### src/stp_consts.svh
`ifndef STP_CONSTS_SVH
`define STP_CONSTS_SVH

// Register decode
`define STP_GTC_DATA_ADDR 8'h43
`define STP_IO_SPACE_OFFSET 8'h20
`define STP_GTC_IO_ADDR 8'h23

// Field positions of the general timer control register
`define STP_BIT_SHARED_RST 0
`define STP_BIT_ASYNC_RST 1
`define STP_BIT_HOLD 7
`define STP_GTC_RESET 8'h00

// Clock select codes
`define STP_CS_STOP 3'h0
`define STP_CS_DIRECT 3'h1
`define STP_CS_DIV8 3'h2
`define STP_CS_DIV64 3'h3
`define STP_CS_DIV256 3'h4
`define STP_CS_DIV1024 3'h5
`define STP_CS_EXT_FALL 3'h6
`define STP_CS_EXT_RISE 3'h7

// Prescaler tap bit positions (tap pulses when these low bits are all ones)
`define STP_TAP8_BITS 3
`define STP_TAP64_BITS 6
`define STP_TAP256_BITS 8
`define STP_TAP1024_BITS 10
`define STP_PRESCALE_W 10

`endif

### src/stp_pkg.sv
package stp_pkg;
	typedef logic [2:0] stp_clk_sel_t;
	typedef enum logic [1:0] {
		STP_ACC_NONE = 2'b00,
		STP_ACC_DATA = 2'b01,
		STP_ACC_IO = 2'b10
	} stp_space_t;
endpackage

### src/stp_prescaler.sv
`timescale 1ns/1ns
`include "stp_consts.svh"

// Operation
// - Code one counts every system clock
// - Taps divide by 8, 64, 256, 1024
// - Free-running prescaler shared by both timers
// - First prescaled count within 1..N+1 clocks
// - Prescaler reset restarts both timers' periods
// - Count pin synchronised every system clock
// - Single pulse per rising/falling edge selected
// - Count lands 2 to 3 clocks after edge
// - External pulses drive timer undivided
// - Hold keeps written prescaler reset bits
// - Clearing hold clears shared bit; async bit waits for done in async mode
// - Async reset bit self-clears unless held or async mode reset not done
// - Shared reset bit self-clears unless held
// - Register at data 0x43, I/O 0x23
// - Code zero stops the timer
module stp_prescaler #(
	parameter int PRESCALE_W = `STP_PRESCALE_W
) (
	// Clock and reset
	input wire logic CLK_SYS,
	input wire logic RST_N,
	// Register port
	input wire logic [7:0] ADDR,
	input wire logic IO_SPACE,
	input wire logic WR_EN,
	input wire logic RD_EN,
	input wire logic [7:0] WDATA,
	output logic [7:0] RDATA,
	output logic HIT,
	// Clock selects of the two timers
	input wire logic [2:0] FIRST_TIMER_CLOCK_SELECT,
	input wire logic [2:0] WIDE_TIMER_CLOCK_SELECT,
	// External count pins
	input wire logic FIRST_EXTERNAL_COUNT_PIN,
	input wire logic WIDE_EXTERNAL_COUNT_PIN,
	// Third timer prescaler handshake
	input wire logic ASYNC_MODE,
	input wire logic ASYNC_RESET_DONE,
	output logic ASYNC_PRESCALER_RESET,
	// Timer count enables
	output logic FIRST_TIMER_COUNT_CLOCK,
	output logic WIDE_TIMER_COUNT_CLOCK
);
	logic [PRESCALE_W-1:0] prescale;
	logic [PRESCALE_W-1:0] next_prescale;
	logic sync_hold_mode;
	logic shared_prescaler_reset;
	logic async_prescaler_reset;
	logic next_hold;
	logic next_shared_rst;
	logic next_async_rst;
	logic sel;
	logic wr;
	logic [3:0] tap;
	stp_pkg::stp_clk_sel_t cs [2];
	logic [1:0] pin;
	logic [1:0] rise;
	logic [1:0] fall;
	logic [1:0] count_clk;
	stp_pkg::stp_space_t space;

	always_comb begin
		space = stp_pkg::STP_ACC_NONE;
		if (!IO_SPACE && ADDR == `STP_GTC_DATA_ADDR) begin
			space = stp_pkg::STP_ACC_DATA;
		end else if (IO_SPACE && ADDR == `STP_GTC_IO_ADDR) begin
			space = stp_pkg::STP_ACC_IO;
		end
	end
	assign sel = (space != stp_pkg::STP_ACC_NONE);
	assign wr = sel & WR_EN;

	// Control register next state
	always_comb begin
		next_hold = sync_hold_mode;
		next_shared_rst = shared_prescaler_reset;
		next_async_rst = async_prescaler_reset;
		if (wr) begin
			next_hold = WDATA[`STP_BIT_HOLD];
			next_shared_rst = WDATA[`STP_BIT_SHARED_RST] |
				shared_prescaler_reset;
			next_async_rst = WDATA[`STP_BIT_ASYNC_RST] |
				async_prescaler_reset;
		end
		if (!next_hold) begin
			// Reset has acted on the prescaler by now; clearing is safe
			if (shared_prescaler_reset) begin
				next_shared_rst = 1'b0;
			end
			if (async_prescaler_reset &&
				(!ASYNC_MODE || ASYNC_RESET_DONE)) begin
				next_async_rst = 1'b0;
			end
		end
	end

	always_ff @(posedge CLK_SYS or negedge RST_N) begin
		if (!RST_N) begin
			sync_hold_mode <= 1'b0;
			shared_prescaler_reset <= 1'b0;
			async_prescaler_reset <= 1'b0;
		end else begin
			sync_hold_mode <= next_hold;
			shared_prescaler_reset <= next_shared_rst;
			async_prescaler_reset <= next_async_rst;
		end
	end

	assign ASYNC_PRESCALER_RESET = async_prescaler_reset;

	// Free-running shared divider, cleared by its own reset bit and by RST_N
	always_comb begin
		if (shared_prescaler_reset) begin
			next_prescale = '0;
		end else begin
			next_prescale = prescale + 1'b1;
		end
	end

	always_ff @(posedge CLK_SYS or negedge RST_N) begin
		if (!RST_N) begin
			prescale <= '0;
		end else begin
			prescale <= next_prescale;
		end
	end

	// Taps pulse once per period while the prescaler runs
	// A held reset gates every tap, so prescaled timers stay halted
	always_comb begin
		tap[0] = &prescale[`STP_TAP8_BITS-1:0] &
			~shared_prescaler_reset;
		tap[1] = &prescale[`STP_TAP64_BITS-1:0] &
			~shared_prescaler_reset;
		tap[2] = &prescale[`STP_TAP256_BITS-1:0] &
			~shared_prescaler_reset;
		tap[3] = &prescale[`STP_TAP1024_BITS-1:0] &
			~shared_prescaler_reset;
	end

	assign cs[0] = FIRST_TIMER_CLOCK_SELECT;
	assign cs[1] = WIDE_TIMER_CLOCK_SELECT;
	assign pin[0] = FIRST_EXTERNAL_COUNT_PIN;
	assign pin[1] = WIDE_EXTERNAL_COUNT_PIN;

	genvar g;
	generate
		for (g = 0; g < 2; g++) begin : g_timer
			stp_ext_edge u_edge (
				.clk(CLK_SYS),
				.rst_n(RST_N),
				.pin(pin[g]),
				.rising(cs[g] == `STP_CS_EXT_RISE),
				.rise_pulse(rise[g]),
				.fall_pulse(fall[g])
			);
			always_comb begin
				case (cs[g])
					`STP_CS_STOP: count_clk[g] = 1'b0;
					`STP_CS_DIRECT: count_clk[g] = 1'b1;
					`STP_CS_DIV8: count_clk[g] = tap[0];
					`STP_CS_DIV64: count_clk[g] = tap[1];
					`STP_CS_DIV256: count_clk[g] = tap[2];
					`STP_CS_DIV1024: count_clk[g] = tap[3];
					`STP_CS_EXT_FALL: count_clk[g] = fall[g];
					default: count_clk[g] = rise[g];
				endcase
			end
		end
	endgenerate

	// Count enables are strobes, so they stay combinational
	assign FIRST_TIMER_COUNT_CLOCK = count_clk[0];
	assign WIDE_TIMER_COUNT_CLOCK = count_clk[1];

	always_ff @(posedge CLK_SYS or negedge RST_N) begin
		if (!RST_N) begin
			RDATA <= `STP_GTC_RESET;
		end else if (sel && RD_EN) begin
			RDATA <= {sync_hold_mode, 5'h00, async_prescaler_reset,
				shared_prescaler_reset};
		end else begin
			RDATA <= 8'h00;
		end
	end
	assign HIT = sel;

	AST_DIRECT: assert property (@(posedge CLK_SYS) disable iff (!RST_N)
		(FIRST_TIMER_CLOCK_SELECT == `STP_CS_DIRECT) |->
		FIRST_TIMER_COUNT_CLOCK) else $error("Direct clock missing");
	AST_STOP: assert property (@(posedge CLK_SYS) disable iff (!RST_N)
		(WIDE_TIMER_CLOCK_SELECT == `STP_CS_STOP) |->
		!WIDE_TIMER_COUNT_CLOCK) else $error("Stopped timer counted");
	AST_DIV8: assert property (@(posedge CLK_SYS) disable iff (!RST_N)
		(tap[0] && !shared_prescaler_reset) ##1 !shared_prescaler_reset
		[*8] |-> tap[0]) else $error("Divide by 8 period wrong");
	AST_TAP_ORDER: assert property (@(posedge CLK_SYS) disable iff (!RST_N)
		tap[3] |-> tap[2] && tap[1] && tap[0])
		else $error("Taps misaligned");
	AST_HOLD_KEEP: assert property (@(posedge CLK_SYS) disable iff (!RST_N)
		(sync_hold_mode && shared_prescaler_reset && !wr) |=>
		shared_prescaler_reset) else $error("Held reset cleared");
	AST_RELEASE: assert property (@(posedge CLK_SYS) disable iff (!RST_N)
		($fell(sync_hold_mode) && !wr) |-> !shared_prescaler_reset &&
		(!async_prescaler_reset || ASYNC_MODE))
		else $error("Release did not clear resets");
	AST_SELF_CLEAR: assert property (@(posedge CLK_SYS) disable iff (!RST_N)
		(shared_prescaler_reset && !sync_hold_mode && !wr) |=>
		!shared_prescaler_reset) else $error("Reset bit stuck");
	AST_ASYNC_CLEAR: assert property (@(posedge CLK_SYS) disable iff (!RST_N)
		(async_prescaler_reset && !ASYNC_MODE && !sync_hold_mode && !wr)
		|=> !async_prescaler_reset) else $error("Async bit stuck");
	AST_RESTART: assert property (@(posedge CLK_SYS) disable iff (!RST_N)
		shared_prescaler_reset |=> prescale == '0)
		else $error("Prescaler not restarted");
	AST_IO_ALIAS: assert property (@(posedge CLK_SYS) disable iff (!RST_N)
		(IO_SPACE && ADDR == `STP_GTC_DATA_ADDR - `STP_IO_SPACE_OFFSET)
		|-> HIT) else $error("I/O alias missed");
endmodule

### src/stp_ext_edge.sv
`timescale 1ns/1ns
`include "stp_consts.svh"

// Count pin synchroniser and edge detector for one timer
module stp_ext_edge (
	// Clock and reset
	input wire logic clk,
	input wire logic rst_n,
	// Pin and edge choice
	input wire logic pin,
	input wire logic rising,
	// One-cycle count pulses
	output logic rise_pulse,
	output logic fall_pulse
);
	logic sync_a;
	logic sync_b;
	logic last;
	logic next_sync_a;
	logic next_sync_b;
	logic next_last;

	always_comb begin
		next_sync_a = pin;
		next_sync_b = sync_a;
		next_last = sync_b;
	end

	always_ff @(posedge clk or negedge rst_n) begin
		if (!rst_n) begin
			sync_a <= 1'b0;
			sync_b <= 1'b0;
			last <= 1'b0;
		end else begin
			sync_a <= next_sync_a;
			sync_b <= next_sync_b;
			last <= next_last;
		end
	end

	// Only the second stage and its delayed copy are compared
	// Each pulse is gated by the edge choice so only one kind leaves
	assign rise_pulse = sync_b & ~last & rising;
	assign fall_pulse = ~sync_b & last & ~rising;

	AST_ONE_PULSE: assert property (@(posedge clk) disable iff (!rst_n)
		rise_pulse |=> !rise_pulse) else $error("Rise pulse too long");
	AST_PIN_DELAY: assert property (@(posedge clk) disable iff (!rst_n)
		(rising && pin && !sync_a && !sync_b && !last) ##2 rising
		|-> rise_pulse)
		else $error("Edge not seen within three clocks");
endmodule

### config.mk
export PLATFORM = sky130hd
export DESIGN_NAME = stp_prescaler
export DESIGN_NICKNAME = d
export VERILOG_FILES = /design/src/stp_pkg.sv /design/src/stp_prescaler.sv /design/src/stp_ext_edge.sv
export VERILOG_INCLUDE_DIRS = /design/src /design/src/src
export SDC_FILE = /design/constraint.sdc
export NUM_CORES = 1
export LEC_CHECK = 0
export ABC_CLOCK_PERIOD_IN_PS = 1300
export BUFFER_PORTS_ARGS = -buffer_cell sky130_fd_sc_hd__clkbuf_2
export CAP_MARGIN = 20
export CELL_PAD_IN_SITES_DETAIL_PLACEMENT = 1
export CELL_PAD_IN_SITES_GLOBAL_PLACEMENT = 2
export CORE_ASPECT_RATIO = 0.6
export CORE_MARGIN = 8
export CORE_UTILIZATION = 26
export CTS_CLUSTER_SIZE = 30
export DETAILED_ROUTE_END_ITERATION = 10
export PLACE_DENSITY = 0.73
export SYNTH_ARGS = -nofsm -noshare
export SYNTH_HDL_FRONTEND = slang
export SYNTH_HIERARCHICAL = 1
export SYNTH_SLANG_ARGS = --single-unit
### constraint.sdc
create_clock -name CLK_SYS -period 1.3 [get_ports CLK_SYS]
set_clock_uncertainty 0.2 [all_clocks]
set_input_delay 0 -clock CLK_SYS [delete_from_list [all_inputs] [get_ports CLK_SYS]]
set_output_delay 0 -clock CLK_SYS [all_outputs]
set_load 0.005 [all_outputs]
# Yosys cells after proc, flatten, opt, wreduce, memory -nomap -nowiden
# Cells that the tools add are included.
# totals
regBits	27
latchBits	0
ram_bits	0
mem_bits_ro	0
word_cells	77
n_memories	0
# op_classes
add_sub_neg	1
multipliers	0
n_div	0
magnitude_cmp	0
eq_ne	16
shifts	0
muxes	13
bitwise	22
reduce_logical	14
# op_table
cell	count
equality test 3 bit (second input constant)	8
one-hot mux 1 bit (7 select lines)	2
bitwise AND 1 bit	13
equality test 3 x 2 -> 1 bit (second input constant)	4
adder 10 x 1 -> 10 bit (second input constant)	1
two-way mux 10 bit	1
AND reduction 10 bit	1
equality test 8 x 6 -> 1 bit (second input constant)	1
equality test 8 x 7 -> 1 bit (second input constant)	1
two-way mux 8 bit	1
AND reduction 8 bit	1
two-way mux 1 bit	7
NOT 1 bit	7
equality test 3 x 1 -> 1 bit (second input constant)	2
zero test 3 bit	2
AND reduction 6 bit	1
logical AND 1 bit	4
two-way mux 2 bit	2
AND reduction 3 bit	1
zero test 1 bit	2
bitwise OR 1 bit	2
nonzero test 2 bit	1
logical OR 1 bit	1

# Logic depth before layout (Yosys ltp)
# Gate-level depths: netlist (run 1).
# depth
depth_word	9
mapped_depth	7
mapped_depth_nobuf	6

# Modules after synthesis
# Netlist (run 1), hierarchy kept.
# by_module_without_submodules
module	n_inst	cells_per_inst	area_per_inst_um2
stp_prescaler	1	97	949.7
stp_ext_edge	2	5	96.3

# Worst setup path after synthesis (run 1)
# No wires, ideal clock.
# synth_timing
path_kind	flip-flop to output port
startpoint	register prescale[0]
endpoint	output WIDE_TIMER_COUNT_CLOCK
arrival_time_ns	1.156
slack_ns	-0.056
stages_incl_launch_ff	6
path_buffers	0
path_cell_list	dfrtp_1 > ha_1 > nand3_1 > nor3b_1 > nand4b_1 > o211ai_1
# synth_via
elab_chain_cells	3
elab_cells_between_ends	9
# synth_lines
element	line	rtl
from (decl)	stp_prescaler.sv:48	logic [PRESCALE_W-1:0] prescale;
from (signal assigned)	stp_prescaler.sv:128	prescale <= next_prescale;
AND reduction 10 bit, or another cell as far along	stp_prescaler.sv:141	tap[3] = &prescale[`STP_TAP1024_BITS-1:0] &
bitwise AND 1 bit (on tied branches)	n/a	
one-hot mux 1 bit (7 select lines) *	stp_prescaler.sv:162	case (cs[g])
to (decl)	stp_prescaler.sv:46	output logic WIDE_TIMER_COUNT_CLOCK
# Mark *: on every way between the ends. The rest lies on a longest branch, timed or not.

# Worst setup path in the final report (run 1)
# layout_timing
startpoint	register prescale[1]
endpoint	output WIDE_TIMER_COUNT_CLOCK
# Same word-level chain as after synthesis.

==> metrics.txt, run 1 <==
status=finished, violations left; failing checks=hold timing, setup timing; H-tree depth=1; # setup viols final=8; initial DRC count=16; Via density=4.36; met3 Resource Use GR=2.87%; Clk pin slew, worst setup/hold paths=0.07 ns; fin crit share=134%; largest stage delay on the critical path=0.40 ns; die area=~6800 sq um; Seq/Total Area, Yosys=48.2%; most frequent cells after synthesis=dfrtp_1, nor2_1, nand2_1, xor2_1; crit path DAT=1.55 ns; core area=4170 sq um; PortBufs=32; final net count=210; initial antenna violation count=0; first-pass GRT wire length=5370 microns; Internal Dissipation=1.50 mW; CTS Sinks=22; Mapped Cells=~110; num rows=18; GR Util met2=a little under a fifth; Sw Ratio=a little under a third; area grow syn2layout=55.8%; part of the power in combinational logic=35.4%; Post-synth ARST share=100%; wire per inst=14.0 microns; Mapped Area=1140 sq um; DRT Wirelength=about 3300 microns; share of cells above drive strength 1=47.7%; post-route worst setup slack=-0.446 ns; ys flop type=dfrtp_1; CP startpoint kind=flip-flop; width of the die=102 microns; top-count cell post-synth=dfrtp_1; worst hold slack=-0.0384 ns; Pwr Density=1220 nW/um^2; drt drc=0; Max IR drop VDD=approximately 350 uV; total gr overflow=0; sw power=~0.68 mW; CTS root buffer=clkbuf_8; Initial Util=between 20% and 30%; Final Hold Viols=2; post-route design area=about 1800 sq um; Post-synth EDFFs=0; Relative slew margins=a little over three fifths; worst min-delay path class=primary input to flip-flop; Seq pwr share=42.1%; RSZ-0062 raised after global routing=true; largest net degree at the start of global routing=23; Syn Area/Cell=10.7 sq um; FMAX=0.573 GHz; CTS tree=built; Layout Utilization=approximately 43%; max-slew violation count=0; Pre-antenna DRT Iters=4; number of global-route vias before repair=1115; Clk pwr share=22.5%; largest delay contributor family on the critical path=simple AND/OR/NAND/NOR gates; Die Ht=67.3 microns; I/O Pins=43; CTS Buf Count=3; DRT antenna net count=0; number of diodes=0; CP Cell Sequence=ha_4 -> nand3_4 -> nor3b_4 -> nand4b_1 -> o211ai_1 -> buf_2; leak pwr=just under 0.9 nW; Slowest cell on crit path=dfrtp_1; Max Root-Sink Buffers=2; Req. time, crit path=1.10 ns; Ys Warns=6; Tot GR Track Use=10.2%; leading area contributor after synthesis=dfrtp_1; Clock Latency Late Sink=0.26 ns; Tmin final=~1.7 ns; met1 usage=11.4%; Fillers=roughly 480; Top Usage Layer GRT=met2; post-DP HPWL=2710 microns; largest fanout on the critical path=4; ranking of synthesized cells by area=dfrtp_1, xor2_1, nor2_1; CTS Hold Bufs=9; Post-DP Area=roughly 1500 sq um; detailed-route via count=~1000; Synth top area share=between 40% and 50%; register bit total from synthesis=22; Routability Congestion=0.760; Crit. End Element=output port; Max-cap violations=0; slew at the pin closest to its max-slew limit=0.553 ns; Crit path buffers/inverters=1; Pwr Total=2.18 mW; Synth cell types=34; type of the worst setup path=flip-flop to output port
## worst register-to-register path, stage by stage, from the launching register on
cell	delay, ns
dfrtp_1	0.41
buf_4	0.15
buf_4	0.13
and4_4	0.20
nand4_1	0.10
xor2_1	0.15
nor2_1	0.05
## power groups by stage
stage	Combinational (mW)	Clock (mW)	Sequential [mW]
final	0.772	0.489	0.917
after global routing	0.847	0.534	0.931
after CTS	0.720	0.502	0.918
after detailed placement	0.653	0	0.912
after global placement	0.617	0	0.904
after floorplan	0.323	0	0.923
## per-stage QoR
step | worst slack, ns | TNS, ns | std cells
after floorplan | 0.0105 | 0 | 111
final | -0.446 | -1.55 | 236
after global routing | -0.552 | -2.18 | 236
after CTS | -0.475 | -1.42 | 231
after detailed placement | -0.267 | -1.17 | 217
after global placement | -0.157 | -0.741 | 217
## kinds of logic (layout without fill, tap and decap cells)
family | after synthesis | in the layout | share of synthesized area [%]
simple gates | 46 | 46 | 24.8
flops | 22 | 22 | 48.2
compound gates | 14 | 14 | 9.31
buf+inv | 10 | 75 | 4.93
xor+xnor | 7 | 7 | 5.37
mux | 5 | 5 | 4.93
fa+ha+maj | 2 | 2 | 2.19
other cells | 1 | 5 | 0.328
## sequential cells by signal, summed over array words and instances (netlist names)
register,count
ASYNC_PRESCALER_RESET,1
RDATA,3
g_timer.u_edge/last,2
g_timer.u_edge/next_last,2
g_timer.u_edge/next_sync_b,2
prescale,10
shared_prescaler_reset,1
sync_hold_mode,1
## placed cells by master (no fill, tap or decap), types with 2 or more instances in the layout
master / Yosys / layout
a21o_1: 2 / 2
a21oi_1: 3 / 3
and3_1: 5 / 5
and3b_1: 3 / 3
and4_4: 0 / 2
buf_2: 0 / 2
buf_4: 5 / 25
buf_6: 0 / 2
clkbuf_2: 0 / 30
clkbuf_8: 0 / 4
conb_1: 1 / 5
dfrtp_1: 22 / 20
dfrtp_2: 0 / 2
dlygate4sd3_1: 0 / 9
ha_4: 0 / 2
inv_1: 3 / 2
mux2i_1: 3 / 3
nand2_1: 6 / 4
nand3_1: 4 / 2
nand4_1: 2 / 2
nor2_1: 13 / 11
nor2_2: 0 / 2
nor2b_1: 2 / 2
nor3b_1: 4 / 3
nor3b_2: 2 / 2
o22ai_1: 2 / 2
xor2_1: 6 / 6
## routing by layer
metal  wire length, microns  share of wire [%]
met1                   1360                 41
met2                   1770                 54
met3                    140                4.2
met4                     40                1.2
met5                      0                  0
## path summary, 6_finish.rpt
path | startpoint | slack, ns | to | depth (start not counted)
max | prescale[1] | -0.45 | WIDE_TIMER_COUNT_CLOCK | 6
min | WR_EN | -0.04 | sync_hold_mode | 3
max reg2reg | prescale[1] | -0.20 | prescale[7] | 6
min reg2reg | g_timer[1].u_edge/next_sync_b | 0.16 | g_timer[1].u_edge/next_last | 0
max in group asynchronous | RST_N | 0.44 | shared_prescaler_reset | 2
min in group asynchronous | RST_N | 0.05 | g_timer[0].u_edge/last | 2
## what timing repair did
action,in CTS,in global routing
endpoints found under the setup margin,8,11
setup buffers,2,6
hold endpoints to repair,30,2
cloned,0,0
pin swaps,8,12
gates resized for setup,10,9
## area by class of cell
| class | instances | area, sq um | share of cell area (%) |
|---|---|---|---|
| multi-input combinational | 79 | 624 | 35.1 |
| inverter | 3 | 11.3 | 0.633 |
| tap | 60 | 75.1 | 4.22 |
| sequential | 22 | 553 | 31.1 |
| timing repair buffer | 68 | 460 | 25.9 |
| clock buffer | 4 | 55.1 | 3.09 |
(Power assumes the default switching activity.)
==> run 2, diff against run 1 <==
==> constraint.sdc (replaced) <==
create_clock -name CLK_SYS -period 1.3 [get_ports CLK_SYS]
set_clock_uncertainty 0.2 [all_clocks]
set_input_delay 0.065 -clock CLK_SYS [delete_from_list [all_inputs] [get_ports CLK_SYS]]
set_output_delay 0.065 -clock CLK_SYS [all_outputs]
set_load 0.005 [all_outputs]
==> metrics.txt, run 2 (synthesis results as in run 1) <==
post-DP HPWL=2480 microns; status=finished, violations left; worst min-delay path class=primary input to flip-flop; Crit. End Element=output port; Seq pwr share=between 30% and 40%; drt drc=0; Internal Dissipation=roughly 1.6 mW; sw power=0.680 mW; leak pwr=0.889 nW; Fillers=roughly 480; Via density=~4.4; initial DRC count=13; width of the die=102 microns; Tot GR Track Use=9.96%; Initial Util=between 20% and 30%; max-slew violation count=0; PortBufs=32; failing checks=hold timing, setup timing; number of diodes=0; commonest non-fill, non-tap cell in the layout=clkbuf_2; Pwr Density=between 1000 and 1500 nW/um^2; crit path DAT=1.55 ns; dpl cells=218; part of the power in combinational logic=32.9%; Tmin final=around 1.8 ns; Pwr Total=roughly 2.3 mW; max FFs per register=10; Reg with most FFs=prescale; Max-cap violations=0; # setup viols final=8; CTS Buf Count=3; share of cells above drive strength 1=47.7%; CP startpoint kind=flip-flop; footprint of the multi-input gates=636 sq um; I/O Pins=between 40 and 50; slew at the pin closest to its max-slew limit=0.577 ns; post-route worst setup slack=-0.514 ns; Sw Ratio=between 20% and 30%; Final Hold Viols=2; Layout Cells excl Fill=234; initial antenna violation count=0; largest net degree at the start of global routing=23; H-tree depth=1; first-pass GRT wire length=5300 microns; CTS tree=built; FMAX=0.551 GHz; die area=6840 sq um; Clk pwr share=27.6%; Pre-antenna DRT Iters=3; CTS Sinks=22; Max Root-Sink Buffers=2; most frequent cells in the layout=clkbuf_2, buf_4, dfrtp_1, nor2_1, dlygate4sd3_1; total gr overflow=0; DRT Wirelength=3150 microns; FF/Latch Area=553 sq um; CTS root buffer=clkbuf_8; wire per inst=13.5 microns; fin crit share=140%; num rows=18; worst hold slack=-0.00940 ns; Clk pin slew, worst setup/hold paths=0.09 ns; detailed-route via count=1023; RSZ-0062 raised after global routing=true; Clock Latency Late Sink=about 0.26 ns; Routability Congestion=slightly below 0.8; number of global-route vias before repair=1106; Req. time, crit path=1.03 ns; Setup TNS Final=-1.67 ns; Placement Setup Slack=-0.263 ns; DRT antenna net count=0; core area=between 4000 and 5000 sq um; Max IR drop VDD=375 uV; largest fanout on the critical path=3; biggest regs=prescale x10, RDATA x3; Relative slew margins=about three fifths; Die Ht=67.3 microns; type of the worst setup path=flip-flop to output port; area grow syn2layout=57.2%; final net count=208
[run 2: changes by cell type in the layout (fill, tap and decap cells not counted), sizes merged]
cell | previous run | this run
clkbuf | 34 | 33
buf | 29 | 27
bufinv | 0 | 1
[run 2: path summary, 6_finish.rpt]
check,start,end,slack (ns),cells after the start
worst min-delay path,WR_EN,ASYNC_PRESCALER_RESET,-0.009,3
min in group asynchronous,RST_N,ASYNC_PRESCALER_RESET,0.13,2
max in group asynchronous,RST_N,shared_prescaler_reset,0.37,2
worst max-delay path,prescale[0],FIRST_TIMER_COUNT_CLOCK,-0.51,7
worst max register to register,prescale[0],prescale[4],-0.29,7
worst min register to register,g_timer[0].u_edge/next_sync_b,g_timer[0].u_edge/next_last,0.15,0
[run 2: timing repair]
action,4_1_cts,5_1_grt
endpoints found under the setup margin,8,10
buffers inserted,2,3
pin swaps,6,4
hold buffers,9,0
gates resized for setup,9,8
hold endpoints to repair,30,0
[run 2: critical path, stage by stage (launching register included)]
cell and delay (ns):
dfrtp_1 0.40, ha_4 0.19, ha_4 0.14, inv_2 0.03
o22ai_2 0.14, a21oi_1 0.08, o2bb2ai_1 0.16, buf_2 0.15
[run 2: power by group through the flow]
stage,clock network [mW],registers (mW),logic [mW]
after floorplan,0,0.933,0.341
after global placement,0,0.916,0.648
after detailed placement,0,0.926,0.669
after CTS,0.670,0.919,0.757
after global routing,0.700,0.931,0.866
final,0.639,0.917,0.763
[run 2: final cells by class]
| type | count | share of cell area [%] |
|---|---|---|
| Inverter | 3 | 0.627 |
| Clock buffer | 3 | 2.30 |
| Clock inverter | 1 | 1.67 |
| Multi-Input combinational cell | 79 | 35.4 |
| Timing Repair Buffer | 66 | 25.0 |
| Sequential cell | 22 | 30.8 |
| Tap cell | 60 | 4.18 |
[run 2: stage by stage]
step	utilization [%]	area, sq um
3_3_place_gp	37.4	1560
3_5_place_dp	37.4	1560
6_report	43.1	1800
2_1_floorplan	-	1200
4_1_cts	42.2	1760
5_1_grt	43.1	1800
[run 2: routing by layer]
layer,global-route usage (%),vias to the layer above,wire length [microns]
li1,-,500,-
met1,11.7,501,1350
met2,17.8,22,1620
met3,3.59,0,179
met4,1.10,0,0
met5,0,-,0
